--- src/hw/tcrd_pkg.sv ---
// Package for the tuner control register bank: register addresses, field positions,
// reset values, enumerations and the carrier structs shared by the design and bench.
// Assumes an 8-bit parallel control bus with active-low strobes.
package tcrd_pkg;

  // Register addresses on the control bus.
  localparam logic [7:0] TCRD_ADDR_DEC_LO = 8'h00;
  localparam logic [7:0] TCRD_ADDR_DEC_HI = 8'h01;
  localparam logic [7:0] TCRD_ADDR_SHIFT = 8'h02;
  localparam logic [7:0] TCRD_ADDR_GAIN_A = 8'h03;
  localparam logic [7:0] TCRD_ADDR_GAIN_B = 8'h04;
  localparam logic [7:0] TCRD_ADDR_RATE = 8'h05;
  localparam logic [7:0] TCRD_ADDR_SOUT = 8'h06;
  localparam logic [7:0] TCRD_ADDR_TEST = 8'h07;
  localparam logic [7:0] TCRD_ADDR_XBAR = 8'h08;
  localparam logic [7:0] TCRD_ADDR_AGC = 8'h09;
  localparam logic [7:0] TCRD_ADDR_GIC_A = 8'h0a;
  localparam logic [7:0] TCRD_ADDR_GIC_B = 8'h0b;
  localparam logic [7:0] TCRD_ADDR_DEBUG = 8'h0c;

  // Field positions inside the decimation high byte, the serial output byte and the debug register.
  localparam int TCRD_BIT_QUAD = 4;
  localparam int TCRD_BIT_SERIAL_PINS_ENABLE = 0;
  localparam int TCRD_BIT_EDGE = 1;
  localparam int TCRD_BIT_FRAME_SYNC_POLARITY = 2;
  localparam int TCRD_BIT_SAMPLE_READY_POLARITY = 3;
  localparam int TCRD_BIT_MERGE = 4;
  localparam int TCRD_BIT_PACK = 5;
  localparam int TCRD_BIT_FMT = 6;
  localparam int TCRD_BIT_DBG_EN = 7;

  // Reset values and limits.
  localparam logic [10:0] TCRD_DEC_RESET = 11'h007;
  localparam logic [10:0] TCRD_DEC_MIN = 11'h007;
  localparam logic [5:0] TCRD_SHIFT_MAX = 6'h28;
  localparam logic [7:0] TCRD_RATE_RESET = 8'h01;
  localparam logic [7:0] TCRD_ZERO8 = 8'h00;

  // Strobe divider limits for each debug tap; the strobe comes every limit plus one input clocks.
  localparam logic [7:0] TCRD_DBG_DIV_NCO = 8'h00;
  localparam logic [7:0] TCRD_DBG_DIV_MIX = 8'h00;
  localparam logic [7:0] TCRD_DBG_DIV_FIR1 = 8'h03;
  localparam logic [7:0] TCRD_DBG_DIV_FIR2 = 8'h07;
  localparam logic [7:0] TCRD_DBG_DIV_CIC = 8'h07;

  // Output number encodings.
  typedef enum logic [1:0] {
    TCRD_FMT_TRUNC8,
    TCRD_FMT_ROUND16,
    TCRD_FMT_ROUND24,
    TCRD_FMT_FLOAT
  } tcrd_fmt_t;

  // Debug tap points.
  typedef enum logic [2:0] {
    TCRD_TAP_NCO,
    TCRD_TAP_MIXER,
    TCRD_TAP_FIR1_IN,
    TCRD_TAP_FIR2_IN,
    TCRD_TAP_AGC_CIC
  } tcrd_tap_t;

  // Host control bus request.
  typedef struct packed {
    logic ce_n;
    logic rd_n;
    logic wr_n;
    logic [7:0] addr;
    logic [7:0] wdata;
  } tcrd_bus_t;

  // Configuration handed to the datapath.
  typedef struct packed {
    logic [10:0] cic_decimation_word;
    logic second_fir_quad_decimate;
    logic [5:0] cic_input_shift;
    logic [2:0] chan_a_fir_shift;
    logic [2:0] chan_b_fir_shift;
    logic [7:0] serial_clock_divider;
    logic serial_pins_enable;
    logic serial_clock_edge_select;
    logic frame_sync_polarity;
    logic sample_ready_polarity;
    logic serial_channel_merge;
    logic iq_pair_framing;
    tcrd_fmt_t output_number_encoding;
    logic effective_pack;
    logic [1:0] chan_a_input_select;
    logic [1:0] chan_b_input_select;
    logic [13:0] test_sample;
    logic gain_loop_open_control;
    logic [7:0] gain_initial_value_a;
    logic [7:0] gain_initial_value_b;
  } tcrd_cfg_t;

  // Normal-mode output pin values from the serial and parallel output logic.
  typedef struct packed {
    logic [15:0] parallel_sample_pins;
    logic sample_ready;
    logic serial_frame_sync;
    logic chan_a_serial_data;
    logic chan_b_serial_data;
    logic serial_clock;
  } tcrd_pins_t;

  // Debug tap values from the datapath.
  typedef struct packed {
    logic [19:0] nco;
    logic [19:0] mixer;
    logic [19:0] fir1_in;
    logic [19:0] fir2_in;
    logic [19:0] agc_cic;
  } tcrd_taps_t;

endpackage

--- src/hw/tcrd_regs.sv ---
// Control register bank and debug multiplexer of the dual-channel downconverter.
// Assumes the host drives the control bus from outside the clock domain, and that the
// datapath supplies normal-mode pin values and debug taps on clk_sys.
//
// Contract
// RQ1 - 8-bit registers over parallel strobed bus.
// RQ2 - Eleven-bit decimation word split over two addresses.
// RQ3 - Address 1 bit 4 selects decimate-by-four.
// RQ4 - Six-bit CIC input shift, zero to forty.
// RQ5 - Per-channel three-bit FIR input shifts.
// RQ6 - Serial clock equals input clock over divider plus one.
// RQ7 - Serial pins tri-stated unless enabled.
// RQ8 - Edge select chooses serial change edge.
// RQ9 - Frame sync and ready polarity bits.
// RQ10 - Merge both channels onto channel A pin.
// RQ11 - Frame sync per word or per pair.
// RQ12 - Two-bit output number format field.
// RQ13 - Test register substitutes channel inputs.
// RQ14 - Gain-hold forces gain from initial value.
// RQ15 - Debug register selects one tap point.
// RQ16 - Tap drives twenty-bit bus onto pins.
// RQ17 - Debug serial clock at tap strobe rate.
// RQ18 - Debug mode overrides normal outputs and enables.
// RQ19 - Host holds sync before stopping clock.
// RQ20 - Host keeps sample period five clocks.
// RQ21 - Floating point always sent packed.
// RQ22 - Reads return stored values, no side effects.
`timescale 1ns/1ps

module tcrd_regs
  import tcrd_pkg::*;
(
  input wire logic clk_sys,
  input wire logic rst,
  input wire logic ce_n,
  input wire logic rd_n,
  input wire logic wr_n,
  input wire logic [7:0] addr,
  input wire logic [7:0] data_in,
  output logic [7:0] data_out,
  output logic data_oe,
  input wire logic parallel_output_enable_n,
  input wire logic [2:0] parallel_segment_select,
  input wire tcrd_pins_t normal_pins,
  input wire tcrd_taps_t debug_taps,
  output tcrd_cfg_t cfg,
  output logic [2:0] segment_select,
  output logic [15:0] parallel_sample_pins,
  output logic parallel_pins_oe,
  output logic sample_ready,
  output logic serial_frame_sync,
  output logic chan_a_serial_data,
  output logic chan_b_serial_data,
  output logic serial_clock,
  output logic serial_pins_oe,
  output logic serial_rate_tick
);

  // Three-stage synchronisers for the host strobes and address/data.
  logic [2:0] ce_sync_reg, rd_sync_reg, wr_sync_reg;
  logic [7:0] addr_s1_reg, addr_s2_reg, addr_s3_reg;
  logic [7:0] din_s1_reg, din_s2_reg, din_s3_reg;
  logic wr_seen_reg;
  logic ce_q, rd_q, wr_q, wr_pulse;

  // Register storage.
  logic [7:0] dec_lo_reg, dec_hi_reg, shift_reg, gain_a_reg, gain_b_reg, rate_reg;
  logic [7:0] sout_reg, test_lo_reg, xbar_reg, agc_reg, gic_a_reg, gic_b_reg, debug_reg;
  logic [7:0] rd_next;
  logic [7:0] div_cnt_reg, div_limit;
  logic sck_reg;
  logic debug_mode;
  logic [19:0] tap_bus;

  // Returns the divider limit that matches a debug tap.
  function automatic logic [7:0] tap_div(input logic [2:0] tap);
    case (tap)
      TCRD_TAP_NCO: tap_div = TCRD_DBG_DIV_NCO;
      TCRD_TAP_MIXER: tap_div = TCRD_DBG_DIV_MIX;
      TCRD_TAP_FIR1_IN: tap_div = TCRD_DBG_DIV_FIR1;
      TCRD_TAP_FIR2_IN: tap_div = TCRD_DBG_DIV_FIR2;
      default: tap_div = TCRD_DBG_DIV_CIC;
    endcase
  endfunction

  // Strobes are stable once the second and third stages agree.
  always_ff @(posedge clk_sys) begin
    if (rst) begin
      ce_sync_reg <= 3'h7;
      rd_sync_reg <= 3'h7;
      wr_sync_reg <= 3'h7;
      addr_s1_reg <= 8'h00;
      addr_s2_reg <= 8'h00;
      addr_s3_reg <= 8'h00;
      din_s1_reg <= 8'h00;
      din_s2_reg <= 8'h00;
      din_s3_reg <= 8'h00;
    end else begin
      ce_sync_reg <= {ce_sync_reg[1:0], ce_n};
      rd_sync_reg <= {rd_sync_reg[1:0], rd_n};
      wr_sync_reg <= {wr_sync_reg[1:0], wr_n};
      addr_s1_reg <= addr;
      addr_s2_reg <= addr_s1_reg;
      addr_s3_reg <= addr_s2_reg;
      din_s1_reg <= data_in;
      din_s2_reg <= din_s1_reg;
      din_s3_reg <= din_s2_reg;
    end
  end

  // Active strobe levels taken only when the last two stages agree.
  assign ce_q = ~ce_sync_reg[1] & ~ce_sync_reg[2];
  assign rd_q = ~rd_sync_reg[1] & ~rd_sync_reg[2] & ce_q;
  assign wr_q = ~wr_sync_reg[1] & ~wr_sync_reg[2] & ce_q;
  assign wr_pulse = wr_q & ~wr_seen_reg;

  // One write per strobe assertion.
  always_ff @(posedge clk_sys) begin
    if (rst) begin
      wr_seen_reg <= 1'b0;
    end else begin
      wr_seen_reg <= wr_q;
    end
  end

  // Register writes; each address stores one 8-bit byte.
  always_ff @(posedge clk_sys) begin
    if (rst) begin
      dec_lo_reg <= TCRD_DEC_RESET[7:0];
      dec_hi_reg <= TCRD_ZERO8;
      shift_reg <= TCRD_ZERO8;
      gain_a_reg <= TCRD_ZERO8;
      gain_b_reg <= TCRD_ZERO8;
      rate_reg <= TCRD_RATE_RESET; // [RQ6]
      sout_reg <= TCRD_ZERO8;
      test_lo_reg <= TCRD_ZERO8;
      xbar_reg <= TCRD_ZERO8;
      agc_reg <= TCRD_ZERO8;
      gic_a_reg <= TCRD_ZERO8;
      gic_b_reg <= TCRD_ZERO8;
      debug_reg <= TCRD_ZERO8;
    end else if (wr_pulse) begin // [RQ1]
      case (addr_s3_reg)
        TCRD_ADDR_DEC_LO: dec_lo_reg <= din_s3_reg; // [RQ2]
        TCRD_ADDR_DEC_HI: dec_hi_reg <= din_s3_reg & 8'h17; // [RQ2] [RQ3]
        TCRD_ADDR_SHIFT: shift_reg <= din_s3_reg & 8'h3f; // [RQ4]
        TCRD_ADDR_GAIN_A: gain_a_reg <= din_s3_reg & 8'h07; // [RQ5]
        TCRD_ADDR_GAIN_B: gain_b_reg <= din_s3_reg & 8'h07; // [RQ5]
        TCRD_ADDR_RATE: rate_reg <= din_s3_reg;
        TCRD_ADDR_SOUT: sout_reg <= din_s3_reg; // [RQ12]
        TCRD_ADDR_TEST: test_lo_reg <= din_s3_reg; // [RQ13]
        TCRD_ADDR_XBAR: xbar_reg <= din_s3_reg & 8'h3f;
        TCRD_ADDR_AGC: agc_reg <= din_s3_reg & 8'h01; // [RQ14]
        TCRD_ADDR_GIC_A: gic_a_reg <= din_s3_reg;
        TCRD_ADDR_GIC_B: gic_b_reg <= din_s3_reg;
        TCRD_ADDR_DEBUG: debug_reg <= din_s3_reg & 8'h87; // [RQ15]
        default: ;
      endcase
    end
  end

  // Read mux; unused bits are zero already because writes mask them.
  always_comb begin
    case (addr_s3_reg)
      TCRD_ADDR_DEC_LO: rd_next = dec_lo_reg; // [RQ22]
      TCRD_ADDR_DEC_HI: rd_next = dec_hi_reg;
      TCRD_ADDR_SHIFT: rd_next = shift_reg;
      TCRD_ADDR_GAIN_A: rd_next = gain_a_reg;
      TCRD_ADDR_GAIN_B: rd_next = gain_b_reg;
      TCRD_ADDR_RATE: rd_next = rate_reg;
      TCRD_ADDR_SOUT: rd_next = sout_reg;
      TCRD_ADDR_TEST: rd_next = test_lo_reg;
      TCRD_ADDR_XBAR: rd_next = xbar_reg;
      TCRD_ADDR_AGC: rd_next = agc_reg;
      TCRD_ADDR_GIC_A: rd_next = gic_a_reg;
      TCRD_ADDR_GIC_B: rd_next = gic_b_reg;
      TCRD_ADDR_DEBUG: rd_next = debug_reg;
      default: rd_next = TCRD_ZERO8;
    endcase
  end

  // Read data is registered, and data_oe is the synchronised read strobe (rd_q) delayed by one clock.
  always_ff @(posedge clk_sys) begin
    if (rst) begin
      data_out <= 8'h00;
      data_oe <= 1'b0;
    end else begin
      data_out <= rd_next; // [RQ22]
      data_oe <= rd_q; // [RQ1]
    end
  end

  // Configuration outputs to the datapath.
  always_ff @(posedge clk_sys) begin
    if (rst) begin
      cfg <= '0;
      cfg.cic_decimation_word <= TCRD_DEC_RESET;
      cfg.serial_clock_divider <= TCRD_RATE_RESET;
    end else begin
      cfg.cic_decimation_word <= {dec_hi_reg[2:0], dec_lo_reg}; // [RQ2]
      cfg.second_fir_quad_decimate <= dec_hi_reg[TCRD_BIT_QUAD]; // [RQ3]
      cfg.cic_input_shift <= (shift_reg[5:0] > TCRD_SHIFT_MAX) ? TCRD_SHIFT_MAX
                             : shift_reg[5:0]; // [RQ4]
      cfg.chan_a_fir_shift <= gain_a_reg[2:0]; // [RQ5]
      cfg.chan_b_fir_shift <= gain_b_reg[2:0]; // [RQ5]
      cfg.serial_clock_divider <= rate_reg;
      cfg.serial_pins_enable <= sout_reg[TCRD_BIT_SERIAL_PINS_ENABLE];
      cfg.serial_clock_edge_select <= sout_reg[TCRD_BIT_EDGE]; // [RQ8]
      cfg.frame_sync_polarity <= sout_reg[TCRD_BIT_FRAME_SYNC_POLARITY]; // [RQ9]
      cfg.sample_ready_polarity <= sout_reg[TCRD_BIT_SAMPLE_READY_POLARITY]; // [RQ9]
      cfg.serial_channel_merge <= sout_reg[TCRD_BIT_MERGE]; // [RQ10]
      cfg.iq_pair_framing <= sout_reg[TCRD_BIT_PACK]; // [RQ11]
      cfg.output_number_encoding <= tcrd_fmt_t'(sout_reg[TCRD_BIT_FMT +: 2]); // [RQ12]
      cfg.effective_pack <= sout_reg[TCRD_BIT_PACK] |
                            (sout_reg[TCRD_BIT_FMT +: 2] == TCRD_FMT_FLOAT); // [RQ21]
      cfg.chan_a_input_select <= xbar_reg[1:0]; // [RQ13]
      cfg.chan_b_input_select <= xbar_reg[3:2]; // [RQ13]
      cfg.test_sample <= {xbar_reg[5:0], test_lo_reg}; // [RQ13]
      cfg.gain_loop_open_control <= agc_reg[0]; // [RQ14]
      cfg.gain_initial_value_a <= gic_a_reg; // [RQ14]
      cfg.gain_initial_value_b <= gic_b_reg; // [RQ14]
    end
  end

  assign debug_mode = debug_reg[TCRD_BIT_DBG_EN];
  assign div_limit = debug_mode ? tap_div(debug_reg[2:0]) : rate_reg; // [RQ17]

  // Tap selection for the debug bus.
  always_comb begin
    case (debug_reg[2:0])
      TCRD_TAP_NCO: tap_bus = debug_taps.nco; // [RQ15]
      TCRD_TAP_MIXER: tap_bus = debug_taps.mixer;
      TCRD_TAP_FIR1_IN: tap_bus = debug_taps.fir1_in;
      TCRD_TAP_FIR2_IN: tap_bus = debug_taps.fir2_in;
      default: tap_bus = debug_taps.agc_cic;
    endcase
  end

  // Serial clock divider: a rate tick every divider+1 input clocks.
  always_ff @(posedge clk_sys) begin
    if (rst) begin
      div_cnt_reg <= 8'h00;
      serial_rate_tick <= 1'b0;
      sck_reg <= 1'b0;
    end else if (div_cnt_reg >= div_limit) begin
      div_cnt_reg <= 8'h00;
      serial_rate_tick <= 1'b1; // [RQ6]
      sck_reg <= ~sck_reg;
    end else begin
      div_cnt_reg <= div_cnt_reg + 8'h01;
      serial_rate_tick <= 1'b0;
    end
  end

  // Pin drivers: debug mode overrides normal data and the enables.
  always_ff @(posedge clk_sys) begin
    if (rst) begin
      parallel_sample_pins <= 16'h0000;
      parallel_pins_oe <= 1'b0;
      sample_ready <= 1'b0;
      serial_frame_sync <= 1'b0;
      chan_a_serial_data <= 1'b0;
      chan_b_serial_data <= 1'b0;
      serial_clock <= 1'b0;
      serial_pins_oe <= 1'b0;
      segment_select <= 3'h0;
    end else if (debug_mode) begin
      parallel_sample_pins <= tap_bus[19:4]; // [RQ16]
      sample_ready <= tap_bus[3]; // [RQ16]
      serial_frame_sync <= tap_bus[2];
      chan_a_serial_data <= tap_bus[1];
      chan_b_serial_data <= tap_bus[0];
      serial_clock <= sck_reg; // [RQ17]
      parallel_pins_oe <= 1'b1; // [RQ18]
      serial_pins_oe <= 1'b1; // [RQ18]
      segment_select <= 3'h0; // [RQ18]
    end else begin
      parallel_sample_pins <= normal_pins.parallel_sample_pins;
      sample_ready <= normal_pins.sample_ready ^ sout_reg[TCRD_BIT_SAMPLE_READY_POLARITY]; // [RQ9]
      serial_frame_sync <= normal_pins.serial_frame_sync ^
                           sout_reg[TCRD_BIT_FRAME_SYNC_POLARITY]; // [RQ9]
      chan_a_serial_data <= normal_pins.chan_a_serial_data;
      chan_b_serial_data <= normal_pins.chan_b_serial_data;
      serial_clock <= normal_pins.serial_clock ^ sout_reg[TCRD_BIT_EDGE]; // [RQ8]
      parallel_pins_oe <= ~parallel_output_enable_n;
      serial_pins_oe <= sout_reg[TCRD_BIT_SERIAL_PINS_ENABLE]; // [RQ7]
      segment_select <= parallel_segment_select;
    end
  end

endmodule

--- config.mk ---
export PLATFORM = sky130hd
export DESIGN_NAME = tcrd_regs
export DESIGN_NICKNAME = d
export VERILOG_FILES = /design/src/hw/tcrd_pkg.sv /design/src/hw/tcrd_regs.sv
export SDC_FILE = /design/constraint.sdc
export NUM_CORES = 1
export LEC_CHECK = 0
export BUFFER_PORTS_ARGS = -buffer_cell sky130_fd_sc_hd__buf_2
export CORE_ASPECT_RATIO = 0.7
export CORE_MARGIN = 3
export CORE_UTILIZATION = 35
export CTS_BUF_LIST = sky130_fd_sc_hd__clkbuf_16
export DETAILED_ROUTE_END_ITERATION = 8
export GPL_ROUTABILITY_DRIVEN = 0
export SYNTH_ARGS = -nofsm -noshare
export SYNTH_HDL_FRONTEND = slang
export SYNTH_SLANG_ARGS = --single-unit
--- constraint.sdc ---
create_clock -name clk_sys -period 6.5 [get_ports clk_sys]
set_input_delay 1.3 -clock clk_sys [delete_from_list [all_inputs] [get_ports clk_sys]]
set_output_delay 1.3 -clock clk_sys [all_outputs]
set_load 0.1 [all_outputs]
Word-level counts from Yosys, hierarchy flattened

Index checks and enable logic that the tools add are counted.

Add/sub/neg operators: 1
Magnitude comparators: 2
Equal/unequal tests: 16
Muxes and demuxes: 14
Bitwise operators: 19
Reductions and logical operators: 19

Operators with widths:

| operator            | number |
|---|---|
| $pmux 8 s13         | 1 |
| $pmux 20 s4         | 1 |
| $eq 8x4->1 const B  | 5 |
| $eq 8x3->1 const B  | 4 |
| $reduce_and 2->1    | 13 |
| $eq 8x2->1 const B  | 2 |
| $mux 16             | 1 |
| $not 1->1           | 9 |
| $add 8x1->8 const B | 1 |
| $eq 8x1->1 const B  | 1 |
| $ge 8x8->1          | 1 |
| $logic_not 8->1     | 1 |
| $mux 1              | 8 |
| $mux 8              | 1 |
| $reduce_or 2->1     | 4 |
| $and 1x1->1         | 6 |
| $eq 3x2->1 const B  | 2 |
| $gt 6x6->1 const B  | 1 |
| $mux 6              | 1 |
| $pmux 3 s2          | 1 |
| $eq 3x1->1 const B  | 1 |
| $logic_not 3->1     | 1 |
| $xor 1x1->1         | 3 |
| $eq 2x2->1 const B  | 1 |
| $or 1x1->1          | 1 |

Register bits: 254
Output and inout port bits: 112

Logic depth before layout (Yosys ltp)

Word-level depth: 6
Mapped depth: 10

Least setup slack after synthesis

No wires, ideal clock.

Kind: register to output
Start point: register cfg[31] (netlist name)
End point: output port cfg[31] (netlist name)
Data arrival time: 1356 ps
Required time: 5200 ps
Path slack: 3844 ps
Cell stages (with the launch flop): 2
Buffers on the path: 1
Cell sequence: dfxtp_1 > buf_4

RTL lines:

| element            | RTL line        | text |
|---|---|---|
| start: declaration | tcrd_regs.sv:46 | `output tcrd_cfg_t cfg,` |

No word-level cell between the ends.

Worst setup path after layout

Start point: register debug_reg[1]
End point: register sck_reg

Word-level cells in the longest chain between the ends: 5

RTL lines:

| element                                              | RTL line         | text |
|---|---|---|
| start: declaration                                   | tcrd_regs.sv:68  | `logic [7:0] sout_reg, test_lo_reg, xbar_reg, agc_reg, gic_a_reg, gic_b_reg, debug_reg;` |
| start signal: assignment                             | tcrd_regs.sv:156 | `TCRD_ADDR_DEBUG: debug_reg <= din_s3_reg & 8'h87;` |
| $eq 3x1->1 / $logic_not 3->1 (equally long branches) | tcrd_regs.sv:77  | `case (tap)` |
| $reduce_or 2->1 (no source line)                     | n/a              |  |
| $pmux 3 s2 *                                         | tcrd_regs.sv:77  |  |
| $mux 8 *                                             | tcrd_regs.sv:226 | `assign div_limit = debug_mode ? tap_div(debug_reg[2:0]) : rate_reg;` |
| $ge 8x8->1 *                                         | tcrd_regs.sv:245 | `end else if (div_cnt_reg >= div_limit) begin` |
| end signal: assignment                               | tcrd_regs.sv:248 | `sck_reg <= ~sck_reg;` |
| end: declaration                                     | tcrd_regs.sv:71  | `logic sck_reg;` |

Every way passes the cells marked *; elsewhere a longest branch is shown, timed or not.
A chain may end at the register's enable or synchronous reset.

==> run_results.csv <==
group,metric,value,unit
floorplanning,die_area,0.0295,mm^2
synth,ys_seq_area_frac,0.521,
clocking,clock_latency,0.51,ns
sta,rsz0062_at_grt,"no",
worst_setup_path,worstPathRequired,6.90,ns
worst_setup_path,cp_max_fo,24,
clocking,cts.sinks,250,
cells_and_area,largest_register_ffs,72,
sta,finalMaxSlewViolations,0,
sta,fmax,355,MHz
worst_setup_path,timing.rr.start,"debug_reg[1]",
floorplanning,num_rows,50,
placement,dp_cells,1520,
routing,ant_nets,0,
worst_setup_path,max_stage_delay,1.12,ns
worst_setup_path,cp-startpoint,"debug_reg[1]",
cells_and_area,layout_commonest_cell,"buf_2",
global_route,grt_pass1_vias,7306,
cells_and_area,nNetsFinal,1338,
synth,synth_area,0.00961,mm^2
placement,dp_hpwl,19.9,mm
sta,fin_skew,0.0131,ns
synth,syn-mean-instance-area,9.82,um^2
global_route,antenna_found_initial,0,
routing,dr.first_iter.drc_count,660,
cells_and_area,final_cell_mix,"256 x buf_2, 250 x dfxtp_1, 113 x nor2b_1",
sta,tightestPinTransition,1.28,ns
sta,max-slew-margin-rel,0.145,
synth,synthCells,978,
cells_and_area,area_growth_syn_to_layout,22.4,%
status,outcome,"completed",
synth,synth_ff_type,"dfxtp_1",
sta,finalSetupViolCount,0,
routing,drt-vias-per-instance,5.17,
global_route,grt_use_total,0.185,
clocking,path_clk_slew,0.06,ns
clocking,cts_tree,"done",
synth,ys_ff_latch,250,
pwr,leakagePower,0.00469,uW
cells_and_area,final_cells,1562,
clocking,postCtsSetupRepairBufs,0,
synth,ys.warnings.count,0,
synth,yosysUniqueCellTypes,59,
worst_setup_path,crit_type,"reg -> reg",
floorplanning,dieWidth,204,um
hold_path,hp-class,"reg -> reg",
worst_setup_path,critPathLaunchType,"register",
pwr,peakVddDrop,182,uV
clocking,root_buffer,"clkbuf_16",
worst_setup_path,reg2reg_depth,7,
cells_and_area,utilization,0.438,
clocking,hold_buffers,0,
floorplanning,ios,258,
worst_setup_path,crit_slowest_cell,"dfxtp_1",
synth,synth_edf_count,0,
sta,finalHoldViolCount,0,
worst_setup_path,r2r_setup_slack,3.69,ns
cells_and_area,largest_registers,"cfg (72), parallel_sample_pins (16)",
worst_setup_path,cp-end-kind,"register",
run,cap_violations,0,
floorplanning,core_area,0.0268,mm^2
synth,syn_nets,1133,
routing,vias,8080,
floorplanning,die_y,145,um
global_route,grt_max_degree,89,
routing,drt_pre_antenna_iters,5,
worst_setup_path,path_cells,"or3_1 > o21a_1 > ha_1 > nor3b_1 > o21ai_0 > a21oi_1 > mux2_2",
cells_and_area,diodes,0,
global_route,grt_overflow,0,
worst_setup_path,critPathCapture,"sck_reg",
cells_and_area,drive_gt1_frac,0.290,
clocking,numCtsBuffers,25,
routing,drt-wirelength-per-cell,18.6,um
routing,drcViolationCount,0,
clocking,htreeDepth,1,
worst_setup_path,cp.depth,7,
pwr,p_per_area,273,mW/mm^2
placement,io_buffers,257,
routing,drt_wl_total,29.1,mm
sta,totalNegativeSetupSlack,0,ns
worst_setup_path,reg2reg_to,"sck_reg",
worst_setup_path,cp.arrival,3.21,ns
worst_setup_path,path_delay_family,"flip-flops",
sta,period_needed,2.81,ns
clocking,clk_path_buf_depth,3,
floorplanning,start_util,0.358,
global_route,grt_pass1_wl,43.1,mm
sta,min_period_over_period,0.433,
worst_setup_path,worst-path-buf-inv,0,
synth,async_flop_share,0,
clocking,cts-resized-gates,0,
cells_and_area,top_register,"cfg",
==> cell families (layout without fill, tap and decap cells) <==
logic type	Yosys count	count (layout)	synth area share
AO/OA/AOI/OAI	223	223	0.134
XOR/XNOR	9	9	0.00821
adder cells (fa/ha/maj)	9	9	0.0117
buffers and inverters	95	315	0.0443
flip-flops	250	250	0.521
multiplexers	54	54	0.0840
AND/OR/NAND/NOR	338	338	0.197
==> cell type report <==
cell class,count,area (um^2)
clock buffers,25,626
repair buffers,267,1370
flip-flops and latches,250,5000
well taps,364,455
clock inverters,17,96.3
inverters,6,22.5
multi-input cells,633,4180
fillers,2611,15100
==> stage by stage <==
stage / hold slack (ns) / power [uW] / setup WS (ns) / cell area (um^2)
finish: 0.403 / 3200 / 3.69 / 11800
global route: 0.417 / 3320 / 3.52 / 11800
CTS: 0.404 / 3230 / 3.68 / 11800
detailed placement: 0.390 / 1930 / 3.50 / 11000
global placement: 0.379 / 1930 / 3.53 / 11000
floorplan: 0.372 / 1840 / 3.84 / 9610
==> per-layer routing <==
metal	share of wire	GRT usage	vias up	wire length [um]
li1	-	-	3841	-
met1	0.48	0.300	3818	14100
met2	0.41	0.248	378	12000
met3	0.090	0.0380	43	2630
met4	0.014	0.0340	0	401
met5	0	0	-	0
==> power by group <==
part	internal (uW)	leakage, uW	switching (uW)
Combinational	96.9	0.00228	214
Sequential	1570	0.00203	22.0
Clock	731	0.000378	572
==> synthesized netlist by cell type, drive strengths merged, types with 15 or more instances <==
cell type / count / area, um^2
nand2: 19 / 71.3
clkbuf: 58 / 218
a21oi: 83 / 415
mux2i: 30 / 300
nor2: 48 / 200
or2: 15 / 93.8
nand3: 92 / 460
nor2b: 113 / 707
buf: 31 / 185
a211oi: 19 / 143
dfxtp: 250 / 5000
o21ai: 85 / 425
mux4: 21 / 473
==> worst min-delay path by stage <==
stage | startpoint | end | slack (ns) | cells after the start
4_1_cts | rd_sync_reg[2] | data_oe | 0.40 | 1
5_1_grt | rd_sync_reg[0] | rd_sync_reg[1] | 0.42 | 1
2_1_floorplan | rd_sync_reg[2] | data_oe | 0.37 | 1
3_3_place_gp | rd_sync_reg[2] | data_oe | 0.38 | 1
3_5_place_dp | rd_sync_reg[2] | data_oe | 0.39 | 1
6_report | rd_sync_reg[2] | data_oe | 0.40 | 1
(Power assumes the default switching activity.)
